--- config.mk ---
export PLATFORM = sky130hd
export DESIGN_NAME = sgm_top
export DESIGN_NICKNAME = d
export VERILOG_FILES = /design/src/inc/sgm_pkg.sv /design/src/logic/sgm_sync.sv /design/src/logic/sgm_tick.sv /design/src/logic/sgm_top.sv
export VERILOG_INCLUDE_DIRS = /design/src /design/src/inc
export SDC_FILE = /design/constraint.sdc
export NUM_CORES = 1
export LEC_CHECK = 0
export ABC_CLOCK_PERIOD_IN_PS = 6400
export BUFFER_PORTS_ARGS = -buffer_cell sky130_fd_sc_hd__buf_2
export CORE_MARGIN = 2
export CORE_UTILIZATION = 40
export CTS_BUF_LIST = sky130_fd_sc_hd__clkbuf_8
export DETAILED_ROUTE_END_ITERATION = 12
export PLACE_DENSITY_LB_ADDON = 0.08
export REMOVE_ABC_BUFFERS = 1
export SETUP_SLACK_MARGIN = 0.5
export SLEW_MARGIN = 20
export SYNTH_ARGS = -nofsm -noshare
export SYNTH_HDL_FRONTEND = slang
export SYNTH_HIERARCHICAL = 1
export SYNTH_SLANG_ARGS = --single-unit
--- constraint.sdc ---
create_clock -name core_clk -period 6.4 [get_ports core_clk]
set_input_delay 0 -clock core_clk [delete_from_list [all_inputs] [get_ports core_clk]]
set_output_delay 0 -clock core_clk [all_outputs]
set_load 0.1 [all_outputs]
--- src/inc/sgm_regs.svh ---
`ifndef SGM_REGS_SVH
`define SGM_REGS_SVH

// ****************************************************************
// Timing figures and the cycle and tick counts derived from them.
// ****************************************************************
`define SGM_CLK_PERIOD_NS 4
`define SGM_TICK_TIME_US 1000
`define SGM_TICK_CYCLES ((`SGM_TICK_TIME_US * 1000) / `SGM_CLK_PERIOD_NS)
`define SGM_MON_TIME_S 30
`define SGM_MON_TICKS (`SGM_MON_TIME_S * 1000)
`define SGM_AVG_TIME_S 10
`define SGM_AVG_TICKS (`SGM_AVG_TIME_S * 1000)
`define SGM_LOWBAT_TIME_MIN 5
`define SGM_LOWBAT_TICKS (`SGM_LOWBAT_TIME_MIN * 60 * 1000)
`define SGM_FADE_MS 13'h040
`define SGM_IND_UNIT_MS 13'h032
`define SGM_IND_MAX_MS 13'h18ce

// ****************************************************************
// Step limits, step sizes and reset values.
// ****************************************************************
`define SGM_INST_MAX 2'h2
`define SGM_AVG_MAX 5'h12
`define SGM_INST_STEP_DB 7'h03
`define SGM_MEM_A 2'h0

`endif

--- src/inc/sgm_pkg.sv ---
package sgm_pkg;

  // Low-supply handling scheme.
  typedef enum logic [1:0] {
    PM_SHALLOW = 2'b00,
    PM_DEEP = 2'b01,
    PM_ADV = 2'b10
  } sgm_pm_mode_e;

  // Power sequencing state.
  typedef enum logic [2:0] {
    ST_OFF = 3'b000,
    ST_DELAY = 3'b001,
    ST_RUN = 3'b010,
    ST_MUTE = 3'b011
  } sgm_pwr_state_e;

  // The ten fixed indicator events.
  typedef enum logic [3:0] {
    IND_POR = 4'h0, IND_MEM_A = 4'h1, IND_MEM_B = 4'h2, IND_MEM_C = 4'h3, IND_MEM_D = 4'h4,
    IND_VOL_UP = 4'h5, IND_VOL_DN = 4'h6, IND_VOL_MAX = 4'h7, IND_VOL_MIN = 4'h8, IND_LOWBAT = 4'h9
  } sgm_ind_id_e;

  // Supply comparator flags.
  typedef struct packed {
    logic inst_below_lo;
    logic inst_above_mid;
    logic inst_above_hi;
    logic avg_below_lo;
    logic avg_above_hi;
    logic below_deep;
    logic logic_off;
    logic lowbat_below;
  } sgm_supply_s;

  // Gain reduction counts.
  typedef struct packed {
    logic [1:0] inst_steps;
    logic [4:0] avg_steps;
  } sgm_gain_s;

  // Indicator configuration: grouped enables, tone count minus one, tone length in units.
  typedef struct packed {
    logic [6:0] enables;
    logic [1:0] tones_m1;
    logic [6:0] tone_units;
  } sgm_ind_cfg_s;

endpackage

--- src/logic/sgm_sync.sv ---
`timescale 1ns/1ps

// ****************************************************************
// Two-stage synchroniser for a vector of independent levels.
// ****************************************************************
module sgm_sync #(
  parameter int W = 8
) (
  input wire logic core_clk,
  input wire logic reset,
  input wire logic [W-1:0] din,
  output logic [W-1:0] dout
);

  logic [W-1:0] meta_ff;

  // The first stage feeds only the second stage.
  always_ff @(posedge core_clk) begin
    if (reset) begin
      meta_ff <= '0;
      dout <= '0;
    end else begin
      meta_ff <= din;
      dout <= meta_ff;
    end
  end

endmodule

--- src/logic/sgm_tick.sv ---
`timescale 1ns/1ps

// ****************************************************************
// Millisecond tick generator.
// ****************************************************************
module sgm_tick #(
  parameter int CYCLES = 250000
) (
  input wire logic core_clk,
  input wire logic reset,
  output logic tick
);

  logic [19:0] cnt_ff;

  // Counts core clock cycles and pulses once per tick period.
  always_ff @(posedge core_clk) begin
    if (reset) begin
      cnt_ff <= 20'h00000;
      tick <= 1'b0;
    end else if (cnt_ff == 20'(CYCLES - 1)) begin
      cnt_ff <= 20'h00000;
      tick <= 1'b1;
    end else begin
      cnt_ff <= cnt_ff + 20'h00001;
      tick <= 1'b0;
    end
  end

endmodule

--- src/logic/sgm_top.sv ---
`timescale 1ns/1ps
`include "sgm_regs.svh"

// ****************************************************************
// Supply-driven power and gain manager.
// ****************************************************************
module sgm_top #(
  parameter int TICK_CYCLES = `SGM_TICK_CYCLES,
  parameter int MON_TICKS = `SGM_MON_TICKS,
  parameter int AVG_TICKS = `SGM_AVG_TICKS,
  parameter int LOWBAT_TICKS = `SGM_LOWBAT_TICKS
) (
  input wire logic core_clk,
  input wire logic reset,
  input wire sgm_pkg::sgm_supply_s supply_raw,
  input wire logic [1:0] pm_mode,
  input wire logic [15:0] por_delay_ms,
  input wire sgm_pkg::sgm_ind_cfg_s ind_cfg,
  input wire logic lowbat_en,
  input wire logic mem_req_valid,
  input wire logic [1:0] mem_req,
  input wire logic vol_up_evt,
  input wire logic vol_dn_evt,
  input wire logic vol_max_evt,
  input wire logic vol_min_evt,
  input wire logic prog_active,
  input wire logic prog_sda_drive,
  input wire logic prog_sda_out,
  input wire logic sda_in,
  output logic sda_out_ff,
  output logic sda_oe_ff,
  output logic prog_sda_rx_ff,
  output logic output_en_ff,
  output logic audio_mute_ff,
  output logic fader_mute_ff,
  output logic [1:0] mem_sel_ff,
  output sgm_pkg::sgm_gain_s gain_ff,
  output logic [6:0] gain_db_ff,
  output sgm_pkg::sgm_pwr_state_e state_ff,
  output logic ind_play_ff,
  output sgm_pkg::sgm_ind_id_e ind_id_ff,
  output logic [1:0] ind_tone_ff,
  output logic ind_fade_ff
);

  // Maps an indicator event onto its grouped enable bit.
  function automatic logic ind_enabled(input sgm_pkg::sgm_ind_id_e id, input logic [6:0] en);
    case (id)
      sgm_pkg::IND_POR: ind_enabled = en[0];
      sgm_pkg::IND_MEM_A: ind_enabled = en[1];
      sgm_pkg::IND_MEM_B: ind_enabled = en[2];
      sgm_pkg::IND_MEM_C: ind_enabled = en[3];
      sgm_pkg::IND_MEM_D: ind_enabled = en[4];
      sgm_pkg::IND_VOL_UP, sgm_pkg::IND_VOL_DN: ind_enabled = en[5];
      sgm_pkg::IND_VOL_MAX, sgm_pkg::IND_VOL_MIN: ind_enabled = en[6];
      default: ind_enabled = en[6] ? 1'b0 : 1'b0;
    endcase
  endfunction

  sgm_pkg::sgm_supply_s f;
  sgm_pkg::sgm_pwr_state_e nxt_state;
  sgm_pkg::sgm_ind_id_e nxt_ind_id;
  logic tick, cold_ff, deep_seen_ff, por_evt_ff, mem_evt_ff, lb_evt_ff, lb_first_ff;
  logic adv_run, hold_ff, hi_ok_ff, mid_ok_ff, adv_mute_ff, lb_active, nxt_ind_go;
  logic [15:0] dly_cnt_ff;
  logic [14:0] mon_cnt_ff;
  logic [13:0] avg_cnt_ff;
  logic [18:0] lb_cnt_ff;
  logic [12:0] ind_ms_ff, ind_tot_ff, tone_ms, nxt_ms;

  // ****************************************************************
  // Input synchronisation and the millisecond time base.
  // ****************************************************************
  sgm_sync #(.W($bits(sgm_pkg::sgm_supply_s))) u_sync (
    .core_clk(core_clk),
    .reset(reset),
    .din(supply_raw),
    .dout(f)
  );

  sgm_tick #(.CYCLES(TICK_CYCLES)) u_tick (
    .core_clk(core_clk),
    .reset(reset),
    .tick(tick)
  );

  // ****************************************************************
  // Power sequencing.
  // ****************************************************************
  // Next state from supply flags and the selected scheme.
  always_comb begin
    nxt_state = state_ff;
    case (state_ff)
      sgm_pkg::ST_OFF: begin
        if (!f.logic_off && f.inst_above_hi) begin
          if (cold_ff || deep_seen_ff || f.below_deep) begin
            nxt_state = sgm_pkg::ST_DELAY;
          end else if (pm_mode != sgm_pkg::PM_DEEP) begin
            nxt_state = sgm_pkg::ST_RUN;
          end
        end
      end
      sgm_pkg::ST_DELAY: begin
        if (dly_cnt_ff >= por_delay_ms) begin
          nxt_state = sgm_pkg::ST_RUN;
        end
      end
      sgm_pkg::ST_RUN: begin
        if (pm_mode != sgm_pkg::PM_ADV && f.inst_below_lo) begin
          nxt_state = sgm_pkg::ST_MUTE;
        end
      end
      sgm_pkg::ST_MUTE: begin
        if (pm_mode != sgm_pkg::PM_DEEP && (f.inst_above_hi || pm_mode == sgm_pkg::PM_ADV)) begin
          nxt_state = sgm_pkg::ST_RUN;
        end
      end
      default: nxt_state = sgm_pkg::ST_OFF;
    endcase
    if (f.logic_off) begin
      nxt_state = sgm_pkg::ST_OFF;
    end
  end

  // State register, deep-dip memory and memory selection.
  always_ff @(posedge core_clk) begin
    if (reset) begin
      state_ff <= sgm_pkg::ST_OFF;
      cold_ff <= 1'b1;
      deep_seen_ff <= 1'b0;
      mem_sel_ff <= `SGM_MEM_A;
      por_evt_ff <= 1'b0;
      mem_evt_ff <= 1'b0;
    end else begin
      state_ff <= nxt_state;
      por_evt_ff <= state_ff == sgm_pkg::ST_DELAY && nxt_state == sgm_pkg::ST_RUN;
      mem_evt_ff <= 1'b0;
      if (state_ff == sgm_pkg::ST_OFF && f.below_deep) begin
        deep_seen_ff <= 1'b1;
      end
      if (state_ff == sgm_pkg::ST_OFF && nxt_state != sgm_pkg::ST_OFF) begin
        cold_ff <= 1'b0;
        deep_seen_ff <= 1'b0;
        if (nxt_state == sgm_pkg::ST_DELAY) begin
          mem_sel_ff <= `SGM_MEM_A;
        end
      end else if (mem_req_valid && (state_ff == sgm_pkg::ST_RUN || state_ff == sgm_pkg::ST_MUTE)) begin
        mem_sel_ff <= mem_req;
        mem_evt_ff <= 1'b1;
      end
    end
  end

  // Power-on delay counter, counting only while the delay runs.
  always_ff @(posedge core_clk) begin
    if (reset || state_ff != sgm_pkg::ST_DELAY) begin
      dly_cnt_ff <= 16'h0000;
    end else if (tick && dly_cnt_ff != 16'hffff) begin
      dly_cnt_ff <= dly_cnt_ff + 16'h0001;
    end
  end

  // ****************************************************************
  // Advanced gain management.
  // ****************************************************************
  assign adv_run = state_ff == sgm_pkg::ST_RUN && pm_mode == sgm_pkg::PM_ADV;

  // Instantaneous steps with stabilisation and monitoring periods.
  always_ff @(posedge core_clk) begin
    if (reset || !adv_run) begin
      gain_ff.inst_steps <= 2'h0;
      hold_ff <= 1'b0;
      hi_ok_ff <= 1'b1;
      mid_ok_ff <= 1'b1;
      mon_cnt_ff <= 15'h0000;
    end else if (!hold_ff && f.inst_below_lo && !f.avg_below_lo && gain_ff.inst_steps != `SGM_INST_MAX) begin
      gain_ff.inst_steps <= gain_ff.inst_steps + 2'h1;
      hold_ff <= 1'b1;
      mon_cnt_ff <= 15'h0000;
    end else if (tick && mon_cnt_ff == 15'(MON_TICKS - 1)) begin
      mon_cnt_ff <= 15'h0000;
      hold_ff <= 1'b0;
      hi_ok_ff <= 1'b1;
      mid_ok_ff <= 1'b1;
      if (!hold_ff && hi_ok_ff && f.inst_above_hi) begin
        gain_ff.inst_steps <= 2'h0;
      end else if (!hold_ff && mid_ok_ff && f.inst_above_mid && gain_ff.inst_steps == `SGM_INST_MAX) begin
        gain_ff.inst_steps <= 2'h1;
      end
    end else begin
      if (tick) begin
        mon_cnt_ff <= mon_cnt_ff + 15'h0001;
      end
      if (!f.inst_above_hi) begin
        hi_ok_ff <= 1'b0;
      end
      if (!f.inst_above_mid) begin
        mid_ok_ff <= 1'b0;
      end
    end
  end

  // Average steps once per interval, with mute at the limit.
  always_ff @(posedge core_clk) begin
    if (reset || !adv_run) begin
      gain_ff.avg_steps <= 5'h00;
      adv_mute_ff <= 1'b0;
      avg_cnt_ff <= 14'h0000;
    end else begin
      if (f.avg_above_hi) begin
        adv_mute_ff <= 1'b0;
      end
      if (tick) begin
        avg_cnt_ff <= (avg_cnt_ff == 14'(AVG_TICKS - 1)) ? 14'h0000 : avg_cnt_ff + 14'h0001;
      end
      if (tick && avg_cnt_ff == 14'(AVG_TICKS - 1)) begin
        if (f.avg_below_lo && gain_ff.avg_steps != `SGM_AVG_MAX) begin
          gain_ff.avg_steps <= gain_ff.avg_steps + 5'h01;
          if (gain_ff.avg_steps == `SGM_AVG_MAX - 5'h01) begin
            adv_mute_ff <= 1'b1;
          end
        end else if (f.avg_above_hi && !adv_mute_ff && gain_ff.avg_steps != 5'h00) begin
          gain_ff.avg_steps <= gain_ff.avg_steps - 5'h01;
        end
      end
    end
  end

  // ****************************************************************
  // Low-battery repeat timer.
  // ****************************************************************
  assign lb_active = lowbat_en && f.lowbat_below && (state_ff == sgm_pkg::ST_RUN || state_ff == sgm_pkg::ST_MUTE);

  // First notice at once, then one per repeat period until shutdown.
  always_ff @(posedge core_clk) begin
    if (reset || !lb_active) begin
      lb_cnt_ff <= 19'h00000;
      lb_first_ff <= 1'b1;
      lb_evt_ff <= 1'b0;
    end else begin
      lb_first_ff <= 1'b0;
      lb_evt_ff <= lb_first_ff || (tick && lb_cnt_ff == 19'(LOWBAT_TICKS - 1));
      if (tick) begin
        lb_cnt_ff <= (lb_cnt_ff == 19'(LOWBAT_TICKS - 1)) ? 19'h00000 : lb_cnt_ff + 19'h00001;
      end
    end
  end

  // ****************************************************************
  // Indicator player.
  // ****************************************************************
  // Picks the highest-priority event; events arriving during playback are dropped.
  always_comb begin
    nxt_ind_id = sgm_pkg::IND_POR;
    nxt_ind_go = 1'b0;
    if (por_evt_ff) begin
      nxt_ind_id = sgm_pkg::IND_POR;
      nxt_ind_go = ind_enabled(sgm_pkg::IND_POR, ind_cfg.enables);
    end else if (lb_evt_ff) begin
      nxt_ind_id = sgm_pkg::IND_LOWBAT;
      nxt_ind_go = 1'b1;
    end else if (mem_evt_ff) begin
      nxt_ind_id = sgm_pkg::sgm_ind_id_e'({2'h0, mem_sel_ff} + 4'h1);
      nxt_ind_go = ind_enabled(nxt_ind_id, ind_cfg.enables);
    end else if (state_ff == sgm_pkg::ST_RUN && (vol_up_evt || vol_dn_evt || vol_max_evt || vol_min_evt)) begin
      nxt_ind_id = vol_max_evt ? sgm_pkg::IND_VOL_MAX : vol_min_evt ? sgm_pkg::IND_VOL_MIN :
                   vol_up_evt ? sgm_pkg::IND_VOL_UP : sgm_pkg::IND_VOL_DN;
      nxt_ind_go = ind_enabled(nxt_ind_id, ind_cfg.enables);
    end
  end

  assign tone_ms = (ind_cfg.tone_units == 7'h00) ? `SGM_IND_UNIT_MS : 13'(ind_cfg.tone_units * `SGM_IND_UNIT_MS);
  assign nxt_ms = (ind_ms_ff + 13'h0001 >= tone_ms) ? 13'h0000 : ind_ms_ff + 13'h0001;

  // Steps through tones and fades, ending at the tone count or the duration cap.
  always_ff @(posedge core_clk) begin
    if (reset) begin
      ind_play_ff <= 1'b0;
      ind_id_ff <= sgm_pkg::IND_POR;
      ind_tone_ff <= 2'h0;
      ind_ms_ff <= 13'h0000;
      ind_tot_ff <= 13'h0000;
      ind_fade_ff <= 1'b0;
    end else if (!ind_play_ff) begin
      if (nxt_ind_go) begin
        ind_play_ff <= 1'b1;
        ind_id_ff <= nxt_ind_id;
        ind_fade_ff <= 1'b1;
      end
      ind_tone_ff <= 2'h0;
      ind_ms_ff <= 13'h0000;
      ind_tot_ff <= 13'h0000;
    end else if (tick) begin
      ind_ms_ff <= nxt_ms;
      ind_tot_ff <= ind_tot_ff + 13'h0001;
      ind_fade_ff <= (nxt_ms < `SGM_FADE_MS) || (nxt_ms + `SGM_FADE_MS >= tone_ms);
      if (ind_tot_ff + 13'h0001 >= `SGM_IND_MAX_MS) begin
        ind_play_ff <= 1'b0;
      end else if (nxt_ms == 13'h0000) begin
        if (ind_tone_ff == ind_cfg.tones_m1) begin
          ind_play_ff <= 1'b0;
        end else begin
          ind_tone_ff <= ind_tone_ff + 2'h1;
        end
      end
    end
  end

  // ****************************************************************
  // Audio path controls and programming pin.
  // ****************************************************************
  // Output enable, low-supply mute, programming fader mute and total gain.
  always_ff @(posedge core_clk) begin
    if (reset) begin
      output_en_ff <= 1'b0;
      audio_mute_ff <= 1'b1;
      fader_mute_ff <= 1'b0;
      gain_db_ff <= 7'h00;
    end else begin
      output_en_ff <= state_ff == sgm_pkg::ST_RUN || state_ff == sgm_pkg::ST_MUTE;
      audio_mute_ff <= state_ff != sgm_pkg::ST_RUN || adv_mute_ff;
      fader_mute_ff <= prog_active;
      gain_db_ff <= 7'(gain_ff.inst_steps * `SGM_INST_STEP_DB) + {2'h0, gain_ff.avg_steps};
    end
  end

  // The data pin is driven only while the programming engine holds its turn.
  always_ff @(posedge core_clk) begin
    if (reset) begin
      sda_out_ff <= 1'b0;
      sda_oe_ff <= 1'b0;
      prog_sda_rx_ff <= 1'b1;
    end else begin
      sda_out_ff <= prog_sda_out;
      sda_oe_ff <= prog_sda_drive;
      prog_sda_rx_ff <= sda_in;
    end
  end
endmodule

==> out/metrics.cfg <==
[detailed_routing]
ant_nets = 0
wirelength_mm = 20.3
vias = 7826
drcViolationCount = 0
dr.pass1.iters = 4
first_iter_violations = 453
routed_via_density = 4.99
routedWlPerCell_um = 12.9

[placed_design]
post_dp_cell_area_mm2 = 0.0104
io_buffer_count = 87
place.gp.congestion = 0.831
dp.cells = 1515
hpwl_mm = 14.7

[global_route]
grt-ovfl-total = 0
grt_pass1_wl_mm = 35.3
antenna_found_initial = 0
track_usage_pct = 16.4
grt_max_degree = 39
grt_pass1_vias = 7363

[finish]
antennaDiodeCount = 0
fin_area_mm2 = 0.0110
layout.nets = 1390
drive_above_1_share_pct = 12.8
syn2layout_area_growth_pct = 13.4
final_util_pct = 46.4
fin_cells = 1567

[critical_path]
cp-end-kind = flop
cp.required_ns = 6.76
path_common_cell = ha_1
path_class = input pin to flop
critical_path.top_delay_family = adder cells
arrival_ns = 5.76
path_buf_inv = 4
crit_slowest_cell = fa_1
worstPathMaxFanout = 5
r2r-start = ind_ms_ff[0]
crit_path_max_incr_delay_ns = 0.46
r2r_slack_ns = 1.44
critPathLaunchType = input pin
crit_start = ind_cfg[2]
rr_worst_depth = 24
r2r_end = ind_fade_ff

[clocking]
clock_latency_ns = 0.46
clkSinkCount = 169
cts_htree_levels = 4
clk_path_buf_depth = 2
cts_buffers = 17
cts.clk_slew.worst_paths_ns = 0.09
cts_tree = yes
root_buffer = clkbuf_8

[timing]
fin_crit_ns = 5.40
setup_violations = 0
skew_ns = 0.0238
worst_pin_slew_ns = 0.918
fin_crit_sh_pct = 84.4
max_freq_mhz = 185
hold_viol = 0
rsz0062_at_grt = false
finalMaxSlewViolations = 0
fin_setup_tns_ns = 0
slew_headroom_pct = 37.9

[pwr]
leakage_nw = 4.48
p_int_mw = 1.46
power.density_mw_per_mm2 = 189
total_power_mw = 2.07
p_sw_uw = 609
peakVddDrop_mv = 0.117
p_seq_share_pct = 51.7
comb_power_share_pct = 12.3
swShare_pct = 29.5
p_clk_share_pct = 36.0

[synth]
syn_area_per_cell_um2 = 8.48
synth_area_leaders = dfxtp_1, ha_1, nor2_1, xor2_1, xnor2_1
synth-main-ff-cell = dfxtp_1
yosysSeqAreaShare_pct = 35.0
synth_top_cell_area_share_pct = 35.0
ys.warnings.count = 6
synth_seq_cells = 169
synth_commonest_cells = dfxtp_1, nor2_1, ha_1, nand2_1, a21oi_1
yosys.area.top_type = dfxtp_1
synth_most_common_cell = dfxtp_1
ys_types = 72
async_flop_share_pct = 0
synth_area_mm2 = 0.00966
synth_edf_count = 0
syn-instance-count = 1140

[floorplanning]
initial_utilization_pct = 40.9
pin_count = 89
die_h_um = 159
fp.dieW_um = 159
num_rows = 56
dieArea_mm2 = 0.0254
core_area_mm2 = 0.0236

[min_path]
min_to = ind_play_ff
min_path_type = input pin to flop
whs_path_depth = 5
hp-start = ind_cfg[7]

[flow_run]
cap_violations = 0

[status]
status = complete, no violations

## power by group through the flow
stage	Clock [mW]	Sequential, mW	Combinational, mW
2_1_floorplan	0	1.11	0.150
3_3_place_gp	0	1.09	0.241
3_5_place_dp	0	1.09	0.243
4_1_cts	0.777	1.07	0.253
5_1_grt	0.822	1.07	0.288
6_report	0.744	1.07	0.254
## stage by stage
| stage | hold slack [ns] | setup slack (ns) |
|---|---|---|
| after global placement | 0.184 | 0.543 |
| after detailed placement | 0.189 | 0.371 |
| after CTS | 0.000980 | 0.831 |
| after global routing | 0.0414 | 0.536 |
| after floorplan | 0.0658 | 0.435 |
| final | 0.0193 | 0.996 |
## per-layer routing
metal / share of wire (%) / track usage, % / wire length (um) / vias to the layer above
met3: 3.2 / 3.00 / 647 / 22
met4: 1.2 / 3.97 / 244 / 0
li1: - / - / - / 4126
met2: 44 / 26.1 / 8830 / 123
met5: 0 / 0 / 0 / -
met1: 52 / 22.9 / 10500 / 3555
## timing repair
item | 4_1_cts | 5_1_grt
resized for setup | 0 | 5
endpoints found under the setup margin | 0 | 1
buffers inserted | 0 | 0
hold endpoints to repair | 20 | 0
hold buffers | 20 | 0
## placed cells by master (no fill, tap or decap), types with 25 or more instances in the layout
cell / Yosys / final
nand2_1: 85 / 85
xnor2_1: 48 / 48
nand3_1: 53 / 53
inv_1: 62 / 61
dfxtp_1: 169 / 169
ha_1: 94 / 94
o21ai_0: 28 / 28
nand4_1: 30 / 30
nor3_1: 25 / 25
nor2_1: 163 / 163
a21oi_1: 66 / 64
xor2_1: 63 / 63
buf_2: 7 / 87
## layout make-up
class / count / area [um^2]
fillers: 2344 / 12700
multi-input cells: 874 / 5890
flip-flops and latches: 169 / 3380
repair buffers: 111 / 666
well taps: 319 / 399
clock buffers: 17 / 234
inverters: 62 / 233
clock inverters: 15 / 154
## how the worst max path moves through the flow
stage / cells after the start / slack (ns) / end
global placement: 32 / 0.54 / ind_fade_ff
finish: 32 / 1.0 / ind_fade_ff
global route: 32 / 0.54 / ind_fade_ff
floorplan: 31 / 0.43 / ind_fade_ff
detailed placement: 32 / 0.37 / ind_fade_ff
CTS: 32 / 0.83 / ind_fade_ff
## flip-flops by register name, indices dropped and copies added (netlist names), 2 cells and up
name / count
gain_ff: 7
u_sync/meta_ff: 8
mon_cnt_ff: 15
dly_cnt_ff: 16
u_tick/cnt_ff: 20
u_sync/dout: 8
ind_tot_ff: 13
mem_sel_ff: 2
ind_tone_ff: 2
ind_id_ff: 4
state_ff: 3
gain_db_ff: 6
lb_cnt_ff: 19
avg_cnt_ff: 14
ind_ms_ff: 13
## cell families after synthesis
group,after synthesis,share of synthesized area [%]
and+or+nand+nor,493,25.9
DFF,169,35.0
AOI/OAI and AO/OA,155,10.1
xor gates and xnor gates,111,10.1
adders and majority gates,99,13.2
buffers and inverters,98,4.20
muxes,14,1.46
other,1,0.0388
## tightest hold or removal path, delay by kind of cell
kind                      cells  cell delay, ns
xor gates and xnor gates      1            0.06
buffers and inverters         1            0.08
AOI/OAI and AO/OA             1            0.16
and+or+nand+nor               2            0.12
Note: power is estimated with default switching activity, not from simulation.
